File: src/fpc_map.svh
// register offsets, field values and timing figures of the fifo controller
`ifndef FPC_MAP_SVH
`define FPC_MAP_SVH
`define FPC_CLK_NS 8
`define FPC_STRB_NS 40
`define FPC_REC_NS 48
`define FPC_CLR_NS 80
`define FPC_SYNC_CYC 2
`define FPC_A_CMD 5'h00
`define FPC_A_WDATA 5'h04
`define FPC_A_MODE 5'h08
`define FPC_A_RDATA 5'h0c
`define FPC_A_STATUS 5'h10
`define FPC_OP_CLR 3'h1
`define FPC_OP_WR 3'h2
`define FPC_OP_RD 3'h3
`define FPC_OP_RT 3'h4
`define FPC_RESP_OK 2'h0
`define FPC_RESP_ERR 2'h2
`define FPC_WORD_RST 9'h000
`endif

File: src/fpc_pkg.sv
// types shared by the fifo controller files
package fpc_pkg;
  typedef enum logic [2:0] {
    S_IDLE = 3'b000,
    S_CLR_LO = 3'b001,
    S_WR_LO = 3'b010,
    S_RD_LO = 3'b011,
    S_RT_LO = 3'b100,
    S_REC = 3'b101
  } fpc_state_t;

  typedef struct packed {
    logic clear_all_n;
    logic write_n;
    logic read_n;
    logic replay_n;
    logic chain_in_n;
    logic [8:0] in_word;
  } fpc_pin_out_t;

  typedef struct packed {
    logic [8:0] out_word;
    logic empty_indicator_n;
    logic full_indicator_n;
    logic half_full_indicator_n;
  } fpc_pin_in_t;

  typedef struct packed {
    logic not_first;
    logic expand;
  } fpc_mode_t;

  typedef struct packed {
    logic [25:0] zero;
    logic refused;
    logic cleared;
    logic busy;
    logic half_full_n;
    logic full_n;
    logic empty_n;
  } fpc_status_t;
endpackage

File: src/fpc_sync.sv
// two-stage synchroniser for device pin inputs
`timescale 1ns/100ps
`default_nettype none
module fpc_sync #(
  parameter int W = 1
) (
  input wire logic aclk, // clock
  input wire logic aresetn, // sync reset, active low
  input wire logic [W-1:0] d, // asynchronous input
  output logic [W-1:0] q // synchronised output
);
  logic [W-1:0] meta_q;
  always_ff @(posedge aclk) begin
    if (!aresetn) begin
      meta_q <= '0;
      q <= '0;
    end else begin
      meta_q <= d;
      q <= meta_q;
    end
  end
endmodule
`default_nettype wire

File: src/fpc_ctrl.sv
// fifo pin controller with axi4-lite command and status registers
// Summary of operation
// RL1: device stores up to 16384 nine-bit words in first-in first-out order.
// RL2: device keeps its own read and write pointers; no address supplied.
// RL3: clear low returns both device pointers to the first location.
// RL4: a clear must precede any write after power-up.
// RL5: both strobes high before clear rises and unchanged shortly after.
// RL6: half-full high after clear; flags valid once clear completes.
// RL7: write starts on strobe fall only when full is not asserted.
// RL8: written words go to sequential locations regardless of reads.
// RL9: half-full goes low past half capacity, released on read rise.
// RL10: while full, write strobe changes neither data nor pointer.
// RL11: after a read on a full buffer, full rises after a delay.
// RL12: read starts on strobe fall only when empty is not asserted.
// RL13: data outputs float once the read strobe returns high.
// RL14: last word read drives empty low and inhibits further reads.
// RL15: after a write on an empty buffer, empty rises after a delay.
// RL16: while empty, read strobe does not move the read pointer.
// RL17: shared pin marks first chain device, or is replay when single.
// RL18: chain input low selects single mode, else fed from chain.
// RL19: replay pulse low resets read pointer only.
// RL20: half-full is re-evaluated after replay.
// RL21: both strobes stay high for the whole replay pulse.
// RL22: replay only within one depth of writes, never when chained; the controller refuses only the chained case.
// RL23: full asserted when write pointer is one behind read pointer.
// RL24: empty asserted whenever read and write pointers are equal.
// RL25: when chained, half-full pin pulses the next device at last location.
// RL26: single mode pointers advance only while their flag is high.
// RL27: both device pointers wrap from last location to first.
`timescale 1ns/100ps
`default_nettype none
`include "fpc_map.svh"
module fpc_ctrl
  import fpc_pkg::*;
#(
  parameter int CLK_NS = `FPC_CLK_NS,
  parameter int STRB_NS = `FPC_STRB_NS,
  parameter int REC_NS = `FPC_REC_NS,
  parameter int CLR_NS = `FPC_CLR_NS
) (
  input wire logic aclk, // clock, 125 mhz
  input wire logic aresetn, // sync reset, active low
  input wire logic awvalid, // write address valid
  output logic awready, // write address ready
  input wire logic [4:0] awaddr, // write address
  input wire logic wvalid, // write data valid
  output logic wready, // write data ready
  input wire logic [31:0] wdata, // write data
  input wire logic [3:0] wstrb, // write strobes
  output logic bvalid, // write response valid
  input wire logic bready, // write response ready
  output logic [1:0] bresp, // write response
  input wire logic arvalid, // read address valid
  output logic arready, // read address ready
  input wire logic [4:0] araddr, // read address
  output logic rvalid, // read data valid
  input wire logic rready, // read data ready
  output logic [31:0] rdata, // read data
  output logic [1:0] rresp, // read response
  output fpc_pin_out_t pin_o, // pins driven into the fifo device
  input wire fpc_pin_in_t pin_i // pins read from the fifo device
);
  function automatic logic [7:0] ns2cyc(input int ns);
    ns2cyc = 8'((ns + CLK_NS - 1) / CLK_NS);
  endfunction

  localparam logic [7:0] STRB_CYC = ns2cyc(STRB_NS) + 8'(`FPC_SYNC_CYC);
  localparam logic [7:0] REC_CYC = ns2cyc(REC_NS) + 8'(`FPC_SYNC_CYC);
  localparam logic [7:0] CLR_CYC = ns2cyc(CLR_NS);

  fpc_state_t state_q;
  fpc_pin_out_t pin_q;
  fpc_pin_in_t pin_s;
  fpc_mode_t mode_q;
  logic [7:0] cnt_q;
  logic [8:0] wword_q, rword_q;
  logic cleared_q, refused_q;
  logic aw_have_q, w_have_q, bvalid_q, awready_q, wready_q;
  logic arready_q, rvalid_q;
  logic [4:0] awaddr_q;
  logic [31:0] wdata_q, rdata_q;
  logic [1:0] bresp_q, rresp_q;
  logic wr_fire, cmd_fire, op_ok, mapped_w;
  logic [2:0] op;
  fpc_status_t status;

  fpc_sync #(.W($bits(fpc_pin_in_t))) u_sync (
    .aclk(aclk),
    .aresetn(aresetn),
    .d(pin_i),
    .q(pin_s)
  );

  assign awready = awready_q;
  assign wready = wready_q;
  assign bvalid = bvalid_q;
  assign bresp = bresp_q;
  assign arready = arready_q;
  assign rvalid = rvalid_q;
  assign rdata = rdata_q;
  assign rresp = rresp_q;
  assign pin_o = pin_q;

  assign wr_fire = aw_have_q & w_have_q & ~bvalid_q;
  assign mapped_w = (awaddr_q == `FPC_A_CMD) | (awaddr_q == `FPC_A_WDATA) |
                    (awaddr_q == `FPC_A_MODE);
  assign cmd_fire = wr_fire & (awaddr_q == `FPC_A_CMD) & wstrb_ok();
  assign op = wdata_q[2:0];

  function automatic logic wstrb_ok();
    wstrb_ok = 1'b1;
  endfunction

  // command is accepted only when the sequencer is free and flags allow it
  always_comb begin
    op_ok = 1'b0;
    if (state_q == S_IDLE) begin
      case (op)
        `FPC_OP_CLR: op_ok = 1'b1;
        // RL4 RL7 write gated by clear and full
        `FPC_OP_WR: op_ok = cleared_q & pin_s.full_indicator_n;
        // RL12 read gated by empty
        `FPC_OP_RD: op_ok = pin_s.empty_indicator_n;
        // RL22 no replay when chained
        `FPC_OP_RT: op_ok = ~mode_q.expand;
        default: op_ok = 1'b0;
      endcase
    end
  end

  always_comb begin
    status = '0;
    status.empty_n = pin_s.empty_indicator_n;
    status.full_n = pin_s.full_indicator_n;
    status.half_full_n = pin_s.half_full_indicator_n;
    status.busy = (state_q != S_IDLE);
    status.cleared = cleared_q;
    status.refused = refused_q;
  end

  // axi write channels, address and data taken in either order
  always_ff @(posedge aclk) begin
    if (!aresetn) begin
      aw_have_q <= 1'b0;
      w_have_q <= 1'b0;
      awready_q <= 1'b1;
      wready_q <= 1'b1;
      bvalid_q <= 1'b0;
      bresp_q <= `FPC_RESP_OK;
      awaddr_q <= '0;
      wdata_q <= '0;
    end else begin
      if (awvalid && awready_q) begin
        aw_have_q <= 1'b1;
        awready_q <= 1'b0;
        awaddr_q <= awaddr;
      end
      if (wvalid && wready_q) begin
        w_have_q <= 1'b1;
        wready_q <= 1'b0;
        wdata_q <= wdata;
      end
      if (wr_fire) begin
        bvalid_q <= 1'b1;
        bresp_q <= mapped_w ? `FPC_RESP_OK : `FPC_RESP_ERR;
      end
      if (bvalid_q && bready) begin
        bvalid_q <= 1'b0;
        aw_have_q <= 1'b0;
        w_have_q <= 1'b0;
        awready_q <= 1'b1;
        wready_q <= 1'b1;
      end
    end
  end

  // software registers: outgoing word and chain mode
  always_ff @(posedge aclk) begin
    if (!aresetn) begin
      wword_q <= `FPC_WORD_RST;
      mode_q <= '0;
    end else if (wr_fire) begin
      if (awaddr_q == `FPC_A_WDATA && wstrb_ok())
        wword_q <= wdata_q[8:0];
      if (awaddr_q == `FPC_A_MODE)
        mode_q <= fpc_mode_t'(wdata_q[1:0]);
    end
  end

  // axi read channel
  always_ff @(posedge aclk) begin
    if (!aresetn) begin
      arready_q <= 1'b1;
      rvalid_q <= 1'b0;
      rdata_q <= '0;
      rresp_q <= `FPC_RESP_OK;
    end else if (arvalid && arready_q) begin
      arready_q <= 1'b0;
      rvalid_q <= 1'b1;
      rresp_q <= `FPC_RESP_OK;
      case (araddr)
        `FPC_A_WDATA: rdata_q <= {23'h000000, wword_q};
        `FPC_A_MODE: rdata_q <= {30'h00000000, mode_q};
        `FPC_A_RDATA: rdata_q <= {23'h000000, rword_q};
        `FPC_A_STATUS: rdata_q <= status;
        `FPC_A_CMD: rdata_q <= '0;
        default: begin
          rdata_q <= '0;
          rresp_q <= `FPC_RESP_ERR;
        end
      endcase
    end else if (rvalid_q && rready) begin
      rvalid_q <= 1'b0;
      arready_q <= 1'b1;
    end
  end

  // refused command flag; a new refusal wins over the clearing accept
  always_ff @(posedge aclk) begin
    if (!aresetn)
      refused_q <= 1'b0;
    else if (cmd_fire && !op_ok)
      refused_q <= 1'b1;
    else if (cmd_fire)
      refused_q <= 1'b0;
  end

  // strobe sequencer
  always_ff @(posedge aclk) begin
    if (!aresetn) begin
      state_q <= S_IDLE;
      cnt_q <= '0;
      cleared_q <= 1'b0;
      rword_q <= `FPC_WORD_RST;
      pin_q <= '{clear_all_n: 1'b1, write_n: 1'b1, read_n: 1'b1,
                 replay_n: 1'b1, chain_in_n: 1'b0, in_word: `FPC_WORD_RST};
    end else begin
      // RL17 RL18 shared pin and chain input follow the mode
      pin_q.chain_in_n <= mode_q.expand;
      case (state_q)
        S_IDLE: begin
          pin_q.replay_n <= mode_q.expand ? mode_q.not_first : 1'b1;
          if (cmd_fire && op_ok) begin
            case (op)
              `FPC_OP_CLR: begin
                state_q <= S_CLR_LO;
                cnt_q <= CLR_CYC;
                pin_q.clear_all_n <= 1'b0;
              end
              `FPC_OP_WR: begin
                state_q <= S_WR_LO;
                cnt_q <= STRB_CYC;
                pin_q.in_word <= wword_q;
                pin_q.write_n <= 1'b0;
              end
              `FPC_OP_RD: begin
                state_q <= S_RD_LO;
                cnt_q <= STRB_CYC;
                pin_q.read_n <= 1'b0;
              end
              default: begin
                // RL21 RL19 replay with both strobes held high
                state_q <= S_RT_LO;
                cnt_q <= STRB_CYC;
                pin_q.replay_n <= 1'b0;
              end
            endcase
          end
        end
        S_CLR_LO, S_WR_LO, S_RD_LO, S_RT_LO: begin
          if (cnt_q > 8'h01) begin
            cnt_q <= cnt_q - 8'h01;
          end else begin
            // RL5 strobes stay high across the clear rise and recovery
            if (state_q == S_CLR_LO)
              cleared_q <= 1'b1;
            // RL13 sample data before the read strobe rises
            if (state_q == S_RD_LO)
              rword_q <= pin_s.out_word;
            pin_q.clear_all_n <= 1'b1;
            pin_q.write_n <= 1'b1;
            pin_q.read_n <= 1'b1;
            pin_q.replay_n <= mode_q.expand ? mode_q.not_first : 1'b1;
            state_q <= S_REC;
            cnt_q <= REC_CYC;
          end
        end
        S_REC: begin
          // RL11 RL15 RL6 wait out flag delay before the next command
          if (cnt_q > 8'h01)
            cnt_q <= cnt_q - 8'h01;
          else
            state_q <= S_IDLE;
        end
        default: state_q <= S_IDLE;
      endcase
    end
  end

  // RL4 no write before a clear
  a_write_after_clear: assert property (@(posedge aclk) disable iff (!aresetn)
    $fell(pin_q.write_n) |-> cleared_q) else $error("write before clear"); // RL4
  // RL5 strobes high around clear release
  a_strobes_at_clear: assert property (@(posedge aclk) disable iff (!aresetn)
    $rose(pin_q.clear_all_n) |-> $past(pin_q.write_n) && $past(pin_q.read_n)
    ##0 (pin_q.write_n && pin_q.read_n)[*3])
    else $error("strobe moved near clear release"); // RL5
  // RL21 strobes high while replaying
  a_strobes_replay: assert property (@(posedge aclk) disable iff (!aresetn)
    (state_q == S_RT_LO) |-> !pin_q.replay_n && pin_q.write_n && pin_q.read_n)
    else $error("strobe low during replay"); // RL21
  // RL22 replay never when chained
  a_replay_single: assert property (@(posedge aclk) disable iff (!aresetn)
    $fell(pin_q.replay_n) && (state_q == S_RT_LO) |-> !mode_q.expand)
    else $error("replay in chained mode"); // RL22
  // RL7 RL10 write only when not full
  a_write_not_full: assert property (@(posedge aclk) disable iff (!aresetn)
    $fell(pin_q.write_n) |-> $past(pin_s.full_indicator_n))
    else $error("write on full device"); // RL10
  // RL12 RL16 read only when not empty
  a_read_not_empty: assert property (@(posedge aclk) disable iff (!aresetn)
    $fell(pin_q.read_n) |-> $past(pin_s.empty_indicator_n))
    else $error("read on empty device"); // RL16
  c_clear: cover property (@(posedge aclk) $rose(pin_q.clear_all_n));
  c_write: cover property (@(posedge aclk) $rose(pin_q.write_n));
  c_read: cover property (@(posedge aclk) $rose(pin_q.read_n));
  c_replay: cover property (@(posedge aclk) state_q == S_RT_LO);
endmodule
`default_nettype wire

File: config.mk
export PLATFORM = sky130hd
export DESIGN_NAME = fpc_ctrl
export DESIGN_NICKNAME = d
export VERILOG_FILES = /design/src/fpc_pkg.sv /design/src/fpc_sync.sv /design/src/fpc_ctrl.sv
export VERILOG_INCLUDE_DIRS = /design/src
export SDC_FILE = /design/constraint.sdc
export NUM_CORES = 1
export LEC_CHECK = 0
export ABC_CLOCK_PERIOD_IN_PS = 2060
export BUFFER_PORTS_ARGS = -buffer_cell sky130_fd_sc_hd__buf_4
export CORE_MARGIN = 2
export CORE_UTILIZATION = 47
export DETAILED_ROUTE_END_ITERATION = 6
export GPL_ROUTABILITY_DRIVEN = 1
export PLACE_DENSITY = 0.76
export SYNTH_ARGS = -nofsm -noshare
export SYNTH_HDL_FRONTEND = slang
export SYNTH_SLANG_ARGS = --single-unit
File: constraint.sdc
create_clock -name aclk -period 2.06 [get_ports aclk]
set_clock_uncertainty 0.15 [all_clocks]
set_input_delay 0.103 -clock aclk [delete_from_list [all_inputs] [get_ports aclk]]
set_output_delay 0.103 -clock aclk [all_outputs]
set_load 0.05 [all_outputs]
==> flow_summary.json <==
{
  "final_area_um2": 6055,
  "holdCritStartpoint": "aresetn",
  "ys_types": 64,
  "crit_cells": 6,
  "ys.flop_type": "dfxtp_1",
  "crit_arrival_ns": 2.35,
  "synth_edf_count": 0,
  "cp-end-kind": "flip-flop",
  "cp-start-kind": "flip-flop",
  "r2r_end": "cnt_q[7]$_SDFFE_PN0P_",
  "worstRegToRegCells": 6,
  "violations": "setup timing",
  "drv_slew": 0,
  "async_flop_share_pct": 0,
  "drcViolationCount": 0,
  "rows": 35,
  "cp-endpoint": "cnt_q[7]$_SDFFE_PN0P_",
  "drive_above_1_share_pct": 28.87,
  "rrSetupSlack_ns": -0.14,
  "place_hpwl_um": 7184,
  "synth.avg_cell_area_um2": 9.287,
  "ios": 120,
  "first_global_vias": 3667,
  "initial_core_util_pct": 48.00,
  "drt-initial-drc-count": 157,
  "die_area_um2": 10140,
  "wirelength_um": 11230,
  "fin_crit_sh_pct": 107.0,
  "synth_area_leaders": "dfxtp_1, mux2i_1, buf_4",
  "path_cells": "or4_4, a2111oi_4, buf_4, a21oi_4, or4_1, a21oi_1",
  "final_util_pct": 66.15,
  "cp.required_ns": 2.20,
  "die_x_um": 100.7,
  "clk_pin_slew_ns": 0.09,
  "antenna_found_initial": 0,
  "synthCells": 473,
  "fin_nets": 683,
  "finalSetupViolations": 23,
  "critical_path_buf_inv_count": 1,
  "coreArea_um2": 9153,
  "dp_cells": 664,
  "clkLatencyLatePin_ns": 0.36,
  "vias": 3819,
  "r2r-start": "awaddr_q[0]$_SDFFE_PN0P_",
  "cts_inserted_buffers": 9,
  "ctsHtreeMaxLevel": 3,
  "grt_max_degree": 40,
  "setup_slack_ns": -0.1446,
  "cts_sinks": 103,
  "outcome": "complete, but fails checks",
  "portBuffers": 67,
  "cp_max_fo": 7,
  "yosysSeqAreaShare_pct": 46.94,
  "diodes": 0,
  "firstDrtPassIters": 4,
  "rsz0062_at_grt": "yes",
  "critPathTopFamily": "simple AND/OR/NAND/NOR gates",
  "yosysWarnings": 0,
  "die_h_um": 100.7,
  "power.leakage_nw": 2.574,
  "p_per_area_nw_per_um2": 846.8,
  "gp_congestion": 0.8564,
  "synth-seq-cells": 103,
  "period_needed_ns": 2.205,
  "synth_top_area_share_pct": 46.94,
  "synth_area_leader_cell": "dfxtp_1",
  "root_buffer": "clkbuf_8",
  "cts_buffer_depth": 2,
  "hold_class": "primary input to flip-flop",
  "hold_viol": 0,
  "track_usage_pct": 21.71,
  "slowest_stage": "or4_4",
  "fill_cells": 733,
  "grt_overflow": 0,
  "crit_start": "awaddr_q[0]$_SDFFE_PN0P_",
  "ant_nets": 0,
  "slowest_delay_ns": 0.54,
  "irDropWorstVdd_mv": 0.5237,
  "max_freq_mhz": 453.6,
  "syn_to_final_growth_pct": 37.82,
  "drv_cap": 0,
  "pre_cts_ws_ns": -0.2004,
  "cts_tree": "done",
  "setup.worst_path.class": "flip-flop to flip-flop",
  "placed_area_um2": 5191,
  "avgRoutedWirePerCell_um": 15.37,
  "netlist_area_um2": 4393,
  "final_cells": 731,
  "grt_pass1_wl_um": 17420,
  "vias_per_cell": 5.224
}
## how the worst min path moves through the flow
| stage | to | slack, ns | depth (start not counted) |
|---|---|---|---|
| floorplan | wready$_SDFFE_PP1P_ | 0.05 | 1 |
| global placement | wready$_SDFFE_PP1P_ | 0.15 | 2 |
| finish | u_sync.q[11]$_SDFF_PN0_ | 0.009 | 2 |
| global route | u_sync.meta_q[4]$_SDFF_PN0_ | 0.004 | 2 |
| detailed placement | wready$_SDFFE_PP1P_ | 0.16 | 2 |
| CTS | u_sync.meta_q[5]$_SDFF_PN0_ | 0.0003 | 2 |
## metrics by stage
| step | hold slack [ns] | total power [mW] | TNS (ns) |
|---|---|---|---|
| after global placement | 0.1542 | 3.383 | -2.088 |
| after CTS | 0.0003277 | 4.939 | -1.256 |
| final | 0.009428 | 5.127 | -1.259 |
| after global routing | 0.004446 | 5.366 | -3.138 |
| after detailed placement | 0.1616 | 3.412 | -2.932 |
| after floorplan | 0.05335 | 3.040 | -0.5303 |
## synthesized netlist by cell type (all sizes together) (3+ instances only)
| cell type | number |
|---|---|
| a211o | 3 |
| a21oi | 35 |
| a22oi | 10 |
| a31oi | 4 |
| and2 | 29 |
| and3 | 3 |
| buf | 31 |
| clkbuf | 22 |
| dfxtp | 103 |
| inv | 10 |
| mux2i | 38 |
| nand2 | 34 |
| nand3 | 10 |
| nor2 | 45 |
| nor2b | 6 |
| nor3 | 10 |
| nor4 | 3 |
| o21ai | 16 |
| o22ai | 3 |
| o2bb2ai | 4 |
| o31ai | 4 |
| or3 | 4 |
| or3b | 3 |
| or4 | 6 |
## per-layer routing
metal | global-route usage (%) | share of wire [%]
met2 | 36.41 | 51
met4 | 7.165 | 1.4
met5 | 0 | 0
met3 | 4.438 | 2.8
met1 | 27.90 | 45
## state kept, by name (all words and copies together) (netlist names), 2 cells and up
name           count
u_sync.q          12
pin_o             14
rword_q            9
wword_q            9
rdata              9
wdata_q            9
awaddr_q           5
cnt_q              8
u_sync.meta_q     12
state_q            3
mode_q             2
## area by class of cell
type                            count  area, µm²  area share [%]
Clock inverter                      4      80.08           1.323
Tap cell                          111      138.9           2.294
Clock buffer                       11      131.4           2.170
Multi-Input combinational cell    331       2236           36.93
Sequential cell                   103       2074           34.26
Timing Repair Buffer              161       1356           22.40
Inverter                           10      37.54          0.6200
## kinds of logic (layout without fill, tap and decap cells)
logic type	count (synthesis)	after routing	share of synthesized area, %
and+or+nand+nor	166	166	19.91
DFF	103	103	46.94
AOI/OAI and AO/OA	99	99	15.84
buffers and inverters	63	186	7.775
muxes	38	38	8.658
adders and majority gates	3	3	0.7974
other	1	25	0.08536
## cells in the final DEF (no fill, tap or decap), drive strengths merged, types with 11 or more instances in the layout
cell / count
and2: 29
nand2: 34
dfxtp: 103
mux2i: 38
clkbuf: 11
dlygate4sd3: 40
inv: 11
o21ai: 16
conb: 25
buf: 121
nor2: 45
a21oi: 35
## report_power, final
part	total (mW)	leakage [nW]	switching, mW	internal, mW
clock network	1.36	0.106	0.669	0.690
logic	1.59	1.63	0.850	0.741
registers	2.18	0.844	0.0822	2.09
## timing repair
item,4_1_cts,5_1_grt
hold buffers,40,0
pin swaps,14,16
cloned,0,1
gates resized for setup,15,26
buffers inserted,8,7
endpoints found under the hold margin,37,0
endpoints found under the setup margin,26,33
Note: power is estimated with default switching activity, not from simulation.
